===== src/shared/dlsc_cfg.svh =====
/*
  Constants of the directed link speed change sequencer.
  Assumes inclusion by bare name from the package and logic files.
*/
`ifndef DLSC_CFG_SVH
`define DLSC_CFG_SVH
`define DLSC_RATE_W 1
`define DLSC_RATE_SLOW 1'h0
`define DLSC_TRAIN_W 6
`define DLSC_TRAIN_L0 6'h16
`define DLSC_TRAIN_RCV_IDLE 6'h20
`define DLSC_REQ_W 2
`define DLSC_REQ_WIDTH_BIT 0
`define DLSC_REQ_SPEED_BIT 1
`define DLSC_STAT_W 3
`define DLSC_STAT_IDLE 3'h0
`define DLSC_STAT_BUSY 3'h1
`define DLSC_STAT_DONE 3'h2
`define DLSC_STAT_LINK_LOST 3'h3
`define DLSC_STAT_ABORT_STATE 3'h4
`define DLSC_STAT_ABORT_SAME 3'h5
`define DLSC_STAT_ABORT_CAP 3'h6
`endif


===== src/shared/dlsc_pkg.sv =====
/*
  Types of the directed link speed change sequencer.
  Assumes the constants header is on the include path.
*/
`include "dlsc_cfg.svh"
package dlsc_pkg;
  typedef enum logic [1:0] {
    DLSC_IDLE,
    DLSC_CHECK,
    DLSC_WAIT,
    DLSC_FINISH
  } dlsc_state_type;

  typedef struct packed {
    dlsc_state_type state;
    logic [`DLSC_RATE_W-1:0] rate;
    logic speed_req;
    logic [`DLSC_STAT_W-1:0] status;
    logic done;
  } dlsc_regs_type;
endpackage


===== src/logic/dlsc_sequencer.sv =====
/*
  Directed link speed change sequencer between application control and the PCIe core.
  Assumes all inputs are synchronous to the user clock and the link reset drives nrst.
*/
// What this block does
// - Change only when link is active and training state is L0.
// - Request only when requested rate differs from current rate.
// - At slow rate, need local and partner fast capability, else abort.
// - Drive requested rate out and set request vector bit 1.
// - Hold request until Recovery.Idle or link loss.
// - Then clear request vector bit 1.
// - In the same cycle, write the outcome into the status register.
// - Changes also require device power state D0.
// - Bit 0 belongs to width changes and passes through independently.
`timescale 1ns/1ps
`include "dlsc_cfg.svh"
module dlsc_sequencer (
  input wire logic clock,
  input wire logic nrst,
  input wire logic start,
  input wire logic [`DLSC_RATE_W-1:0] target_rate,
  input wire logic width_change_request,
  input wire logic link_up,
  input wire logic power_state_d0,
  input wire logic [`DLSC_TRAIN_W-1:0] training_state,
  input wire logic [`DLSC_RATE_W-1:0] current_rate,
  input wire logic local_fast_rate_capable,
  input wire logic partner_fast_rate_capable,
  output logic [`DLSC_RATE_W-1:0] directed_rate_out,
  output logic [`DLSC_REQ_W-1:0] directed_change_request,
  output logic busy,
  output logic done,
  output logic [`DLSC_STAT_W-1:0] status
);
  import dlsc_pkg::*;

  dlsc_regs_type regs_r;
  dlsc_regs_type regs_nxt;
  logic link_ready;
  logic rate_differs;
  logic caps_ok;
  logic wait_over;
  logic [`DLSC_STAT_W-1:0] check_code;
  logic [`DLSC_STAT_W-1:0] wait_code;

  // A change is only safe from L0 with the function powered, so all three are required.
  function automatic logic dlsc_link_ok(
    input logic link_active,
    input logic power_d0,
    input logic [`DLSC_TRAIN_W-1:0] train_code
  );
    logic ok;
    ok = link_active && power_d0;
    ok = ok && (train_code == `DLSC_TRAIN_L0);
    return ok;
  endfunction

  // Equal rates give no request, so a repeated setting costs no retraining.
  function automatic logic dlsc_rates_differ(
    input logic [`DLSC_RATE_W-1:0] wanted,
    input logic [`DLSC_RATE_W-1:0] running
  );
    logic differ;
    differ = (wanted != running);
    return differ;
  endfunction

  // The capability flags matter only when leaving the slow rate.
  function automatic logic dlsc_caps_allow(
    input logic [`DLSC_RATE_W-1:0] running,
    input logic local_cap,
    input logic partner_cap
  );
    logic allow;
    allow = 1'b1;
    if (running == `DLSC_RATE_SLOW) begin
      allow = local_cap && partner_cap;
    end
    return allow;
  endfunction

  // Whichever exit comes first ends the wait.
  function automatic logic dlsc_wait_ends(
    input logic link_active,
    input logic [`DLSC_TRAIN_W-1:0] train_code
  );
    logic ends;
    ends = !link_active;
    ends = ends || (train_code == `DLSC_TRAIN_RCV_IDLE);
    return ends;
  endfunction

  // The check order fixes which abort code software sees when several checks fail.
  function automatic logic [`DLSC_STAT_W-1:0] dlsc_check_result(
    input logic ready,
    input logic differ,
    input logic allow
  );
    logic [`DLSC_STAT_W-1:0] code;
    code = `DLSC_STAT_BUSY;
    if (!ready) begin
      code = `DLSC_STAT_ABORT_STATE;
    end else if (!differ) begin
      code = `DLSC_STAT_ABORT_SAME;
    end else if (!allow) begin
      code = `DLSC_STAT_ABORT_CAP;
    end
    return code;
  endfunction

  // Link loss during the wait is reported apart, as the new rate was never confirmed.
  function automatic logic [`DLSC_STAT_W-1:0] dlsc_wait_result(
    input logic link_active
  );
    logic [`DLSC_STAT_W-1:0] code;
    code = `DLSC_STAT_LINK_LOST;
    if (link_active) begin
      code = `DLSC_STAT_DONE;
    end
    return code;
  endfunction

  assign link_ready = dlsc_link_ok(
    link_up,
    power_state_d0,
    training_state
  );
  assign rate_differs = dlsc_rates_differ(
    regs_r.rate,
    current_rate
  );
  assign caps_ok = dlsc_caps_allow(
    current_rate,
    local_fast_rate_capable,
    partner_fast_rate_capable
  );
  assign check_code = dlsc_check_result(
    link_ready,
    rate_differs,
    caps_ok
  );
  assign wait_over = dlsc_wait_ends(
    link_up,
    training_state
  );
  assign wait_code = dlsc_wait_result(link_up);

  always_comb begin
    regs_nxt = regs_r;
    regs_nxt.done = 1'b0;
    unique case (regs_r.state)
      DLSC_IDLE: begin
        if (start) begin
          regs_nxt.rate = target_rate;
          regs_nxt.status = `DLSC_STAT_BUSY;
          regs_nxt.state = DLSC_CHECK;
        end
      end
      DLSC_CHECK: begin
        regs_nxt.state = DLSC_FINISH;
        regs_nxt.status = check_code;
        if (check_code == `DLSC_STAT_BUSY) begin
          regs_nxt.speed_req = 1'b1;
          regs_nxt.state = DLSC_WAIT;
        end else begin
          regs_nxt.speed_req = 1'b0;
        end
      end
      DLSC_WAIT: begin
        if (wait_over) begin
          regs_nxt.speed_req = 1'b0;
          regs_nxt.status = wait_code;
          regs_nxt.state = DLSC_FINISH;
        end
      end
      DLSC_FINISH: begin
        regs_nxt.done = 1'b1;
        regs_nxt.state = DLSC_IDLE;
      end
    endcase
  end

  always_ff @(posedge clock or negedge nrst) begin
    if (!nrst) begin
      regs_r <= '{
        state: DLSC_IDLE,
        rate: `DLSC_RATE_SLOW,
        speed_req: 1'b0,
        status: `DLSC_STAT_IDLE,
        done: 1'b0
      };
    end else begin
      regs_r <= regs_nxt;
    end
  end

  // The width bit is passed straight through so both changes may be requested together.
  // width bit separate
  always_comb begin
    directed_change_request = '0;
    directed_change_request[`DLSC_REQ_WIDTH_BIT] = width_change_request;
    directed_change_request[`DLSC_REQ_SPEED_BIT] = regs_r.speed_req;
  end

  assign directed_rate_out = regs_r.rate;
  assign busy = (regs_r.state != DLSC_IDLE);
  assign done = regs_r.done;
  assign status = regs_r.status;
endmodule


===== config.mk =====
export PLATFORM = sky130hd
export DESIGN_NAME = dlsc_sequencer
export DESIGN_NICKNAME = d
export VERILOG_FILES = /design/src/shared/dlsc_pkg.sv /design/src/logic/dlsc_sequencer.sv
export VERILOG_INCLUDE_DIRS = /design/src /design/src/shared
export SDC_FILE = /design/constraint.sdc
export NUM_CORES = 1
export LEC_CHECK = 0
export CORE_MARGIN = 2
export CORE_UTILIZATION = 40
export DETAILED_ROUTE_END_ITERATION = 16
export DONT_BUFFER_PORTS = 1
export PLACE_DENSITY = 0.56
export RECOVER_POWER = 50
export SETUP_SLACK_MARGIN = 0.4
export SKIP_LAST_GASP = 1
export SLEW_MARGIN = 20
export SYNTH_ARGS = -nofsm -noshare
export SYNTH_HDL_FRONTEND = slang
export SYNTH_SLANG_ARGS = --single-unit

===== constraint.sdc =====
create_clock -name clock -period 1.7 [get_ports clock]
set_input_delay 0.17 -clock clock [delete_from_list [all_inputs] [get_ports clock]]
set_output_delay 0.17 -clock clock [all_outputs]
set_load 0.02 [all_outputs]

-- Yosys cells after proc, flatten, opt, wreduce, memory -nomap -nowiden
Cells that the tools add are included.
- eq/ne operators: 9
- muxes and demuxes: 15
- reduce and logical (&&, ||, !) cells: 13
- operator list (cell ; number):
    $mux 3 ; 5
    $pmux 3 s3 ; 1
    $pmux 2 s4 ; 1
    $eq 6x5->1 const B ; 1
    $eq 6x6->1 const B ; 1
    $reduce_and 2->1 ; 3
    $mux 1 ; 5
    $eq 2x2->1 const B ; 2
    $mux 4 ; 1
    $ne 2x2->1 const B ; 2
    $reduce_bool 2->1 ; 2
    $eq 3x1->1 const B ; 1
    $logic_and 1x1->1 ; 3
    $reduce_and 3->1 ; 1
    $reduce_bool 3->1 ; 1
    $eq 2x1->1 const B ; 1
    $logic_not 2->1 ; 1
    $mux 2 ; 1
    $pmux 1 s2 ; 1
    $logic_not 1->1 ; 1
    $logic_or 1x1->1 ; 1
    $ne 1x1->1 ; 1
- bits in registers: 8
- input port bits: 16
- output and inout bits: 8
- logic and storage cells: 42

-- Depth between registers and ports, before layout
- depth after elaboration: 8
- gate-level depth with buffers: 6
- gate-level depth less buffers: 6

-- Worst setup path before layout
No wires, ideal clock.
- path type: input to register
- start: input port training_state[1]
- end: register regs_r, in the netlist status[1]
- arrival: 1.608 ns
- required time: 1.572 ns
- setup slack: -0.036 ns
- stages: 4
- path buffers: 0
- path through: or4b_1 -> o211a_1 -> a311oi_2 -> mux2_1
- longest elaborated chain between the ends: 4
- elaborated cells on any way between the ends: 8
- classes of those cells: eq/ne: 3; mux: 2; reduce/logical: 3
- ends and longest elaborated chain (element ; RTL line ; RTL):
    from (decl) ; dlsc_sequencer.sv:25 ; input wire logic [`DLSC_TRAIN_W-1:0] training_state,
    $eq 6x5->1 (no line) or $eq 6x6->1 (tied branches) ; n/a ;
    $logic_and 1x1->1 or $logic_or 1x1->1 (tied branches) ; dlsc_sequencer.sv:54, dlsc_sequencer.sv:89 ;
    $mux 3 or $ne 2x2->1 (tied branches) ; n/a ;
    $pmux 3 s3 or $reduce_and 3->1 (tied branches) ; n/a ;
    to (signal assigned) ; dlsc_sequencer.sv:185 ; regs_r <= '{
    to (signal assigned) ; dlsc_sequencer.sv:193 ; regs_r <= regs_nxt;
    to (decl) ; dlsc_sequencer.sv:37 ; dlsc_regs_type regs_r;
Several ways; a longest one is shown, not always the timed one.
A chain may end at the register's enable or synchronous reset.

-- Final worst setup path
- start: register regs_r[7] (netlist bit)
- end: register regs_r, in the netlist status[1]
- longest elaborated chain between the ends: 3
- elaborated cells on any way between the ends: 8
- classes of those cells: eq/ne: 4; mux: 1; reduce/logical: 3
- ends and longest elaborated chain (element ; RTL line ; RTL):
    $eq 2x2->1 (tied with other cells) ; dlsc_sequencer.sv:151 ; unique case (regs_r.state)
    $ne 2x2->1 (no line) or $reduce_bool 3->1 (tied branches) ; n/a ;
    $reduce_and 3->1 (no line) ; n/a ;
Several ways; a longest one is shown, not always the timed one.

==> reports/qor.csv <==
stage,metric,value,unit
logic_synthesis,syn nets,81,
clock_tree,Sink Count,8,
floorplanning,# IOs,24,
cells_and_area,Area growth syn-to-layout,50.77,%
grt,vias in the first global route,512,
logic_synthesis,register area share after synthesis,35.16,%
floorplanning,die span in y,41.73,um
timing,clk_skew,0.003091,ns
logic_synthesis,most common cell in the netlist,dfrtp_1,
clock_tree,H-tree lvl count,1,
routing,DRT iter0 DRCs,9,
routing,ratio of routed vias to standard cells,5.560,
status,status,finished clean,
timing,final worst-path cycle share,92.71,%
placement,DP Wirelength,952.3,um
power,VDD IR max,1.165,mV
grt,first-pass GRT wire length,2249,um
grt,initial antenna violation count,0,
placement,Placement Setup Slack,-0.007560,ns
worst_setup_path,WP data arrival,1.72,ns
timing,final hold vios,0,
grt,largest net degree at the start of global routing,9,
routing,drt wl/cell,15.93,um
logic_synthesis,Yosys Warn Count,0,
power,Power Dens Cells,2000,nW/um^2
power,static power due to leakage,0.3550,nW
routing,final wirelength,1450,um
timing,fmax,634.5,MHz
clock_tree,total CTS buffers,3,
floorplanning,core area,1318,um^2
timing,hold slack,0.06293,ns
placement,GPL Wtd Cong,0.7309,
grt,gr usage total,17.28,%
worst_setup_path,Setup crit end kind,flip-flop,
worst_setup_path,crit-path max FO,4,
worst_setup_path,startpoint type of the worst setup path,flip-flop,
cells_and_area,# diodes,0,
timing,Slew @ Worst Pin,0.3776,ns
logic_synthesis,register bit count reported by yosys,8,
worst_hold_path,hold crit path type,primary input to flip-flop,
routing,Post-DRT Antenna Nets,0,
routing,post-route DRC violation count,0,
cells_and_area,Nets,98,
logic_synthesis,Yosys top cell area share,35.16,%
timing,fin. max-slew vios,0,
logic_synthesis,leading area contributor after synthesis,dfrtp_1,
logic_synthesis,"EDFF count, synth",0,
timing,setup ws final,0.1239,ns
cells_and_area,FF/Latch Area,201.4,um^2
logic_synthesis,Cell variety after synth,28,
routing,vias,506,
floorplanning,die width,41.73,um
grt,total grt overflow,0,
clock_tree,Clock Latency Late Sink,0.25,ns
logic_synthesis,"Cell Area, Synth",569.3,um^2
cells_and_area,Fillers,102,
logic_synthesis,Post-synth top cells,"dfrtp_1 (8), inv_1 (6), nand2_1 (6)",
routing,DRT Pass-1 Iters,4,
logic_synthesis,Post-Synthesis Cells,60,
clock_tree,CTS tree,built,
timing,Setup-failing EPs final,0,
floorplanning,standard-cell rows,13,
clock_tree,Max Root-Sink Buffers,2,
logic_synthesis,"Top FF cell, synth",dfrtp_1,
logic_synthesis,fraction of registers with async set/reset,100.0,%
power,Design Power,1.716,mW
worst_setup_path,Crit Path Class,flip-flop to flip-flop,
worst_setup_path,CP required,1.84,ns
job,maxcap violations,0,
timing,RSZ-0062 raised after global routing,true,
logic_synthesis,Synth area leaders,"dfrtp_1 (35%), ha_1 (11%), buf_4 (6.6%), inv_1 (4.0%), nand2_1 (4.0%)",
timing,post-route minimum period,1.576,ns
cells_and_area,multi-input logic area,435.4,um^2
placement,I/O Buffers,0,
clock_tree,Root Driver,clkbuf_4,
cells_and_area,Final Cell Area,858.3,um^2
clock_tree,CTS clock-pin slew for the worst setup and hold paths,0.06,ns
timing,Slew HR,74.82,%
cells_and_area,layout cells sized above 1,53.95,%
floorplanning,total die area,1741,um^2
logic_synthesis,Mean Syn Cell Area,9.488,um^2
floorplanning,Initial Util,43.21,%
placement,dpl cell area,638.1,um^2
[cell usage in the layout (no fill, tap or decap), types with 2 or more instances in the layout]
| master | instances |
|---|---|
| o21ai_2 | 2 |
| nand4b_1 | 2 |
| dfrtp_1 | 7 |
| ha_1 | 2 |
| ha_4 | 3 |
| nand2_1 | 6 |
| buf_4 | 10 |
| clkbuf_4 | 3 |
| buf_6 | 5 |
| nor2_4 | 2 |
| inv_1 | 3 |
| inv_2 | 2 |
| clkbuf_1 | 2 |
| inv_4 | 2 |
| mux2i_1 | 2 |
[registers in the layout (all words and copies together) (netlist names)]
signal                   cells
done                         1
status                       3
regs_r                       2
directed_change_request      1
directed_rate_out            1
[layer usage]
layer	global-route usage, %	vias to the layer above	share of wire [%]
li1	-	241	-
met1	21.81	235	43
met2	25.62	24	49
met3	3.478	6	4.6
met4	12.90	0	3.8
met5	0	-	0
[logic make-up (layout without fill, tap and decap cells)]
| logic type | count (synthesis) | count (layout) | share of synthesized area, % |
|---|---|---|---|
| compound gates | 11 | 11 | 14.94 |
| fa+ha+maj | 5 | 5 | 10.99 |
| buf+inv | 12 | 28 | 11.21 |
| flops | 8 | 8 | 35.16 |
| mux | 4 | 4 | 7.472 |
| simple gates | 20 | 20 | 20.22 |
[through the flow]
stage                     instances   TNS (ns)  util (%)
final                            91          0     65.15
after detailed placement         78  -0.007560     48.43
after floorplan                  60          0         -
after CTS                        88          0     59.16
after global placement           78          0     48.43
after global routing             91          0     65.15
[final timing paths]
kind                                  startpoint                             to  slack (ns)  cells past startpoint
max                        regs_r[7]$_DFFE_PN0P_          status[1]$_DFFE_PN0P_        0.12                      5
min                                  target_rate  directed_rate_out$_DFFE_PN0P_        0.06                      1
max reg2reg                regs_r[7]$_DFFE_PN0P_          status[1]$_DFFE_PN0P_        0.12                      5
min reg2reg                regs_r[7]$_DFFE_PN0P_                 done$_DFF_PN0_        0.63                      1
max in group asynchronous                   nrst  directed_rate_out$_DFFE_PN0P_        1.17                      1
min in group asynchronous                   nrst          status[0]$_DFFE_PN0P_        0.26                      1
[repair_timing]
item,4_1_cts,5_1_grt
endpoints found under the setup margin,7,7
pin swaps,4,8
hold endpoints to repair,8,0
resized for setup,16,13
hold buffers,1,0
buffers inserted,5,3
[power breakdown]
part / leakage, nW / internal, mW / switching (mW) / total [mW]
Clock: 0.0150 / 0.0899 / 0.0671 / 0.157
Combinational: 0.240 / 0.630 / 0.534 / 1.16
Sequential: 0.0996 / 0.272 / 0.123 / 0.395
Total: 0.355 / 0.992 / 0.724 / 1.72
[worst max-delay path: stages (launching register included)]
cell      delay, ns
dfrtp_1        0.43
inv_2          0.15
ha_4           0.17
inv_4          0.04
a311oi_4       0.33
mux2_4         0.33
[final cells by class]
class                           instances  area share [%]
Sequential cell                         8           23.47
Clock buffer                            4           3.061
Inverter                                7           3.644
Multi-Input combinational cell         40           50.73
Tap cell                               15           2.187
Timing Repair Buffer                   17           16.91
Note: power is estimated with default switching activity, not from simulation.
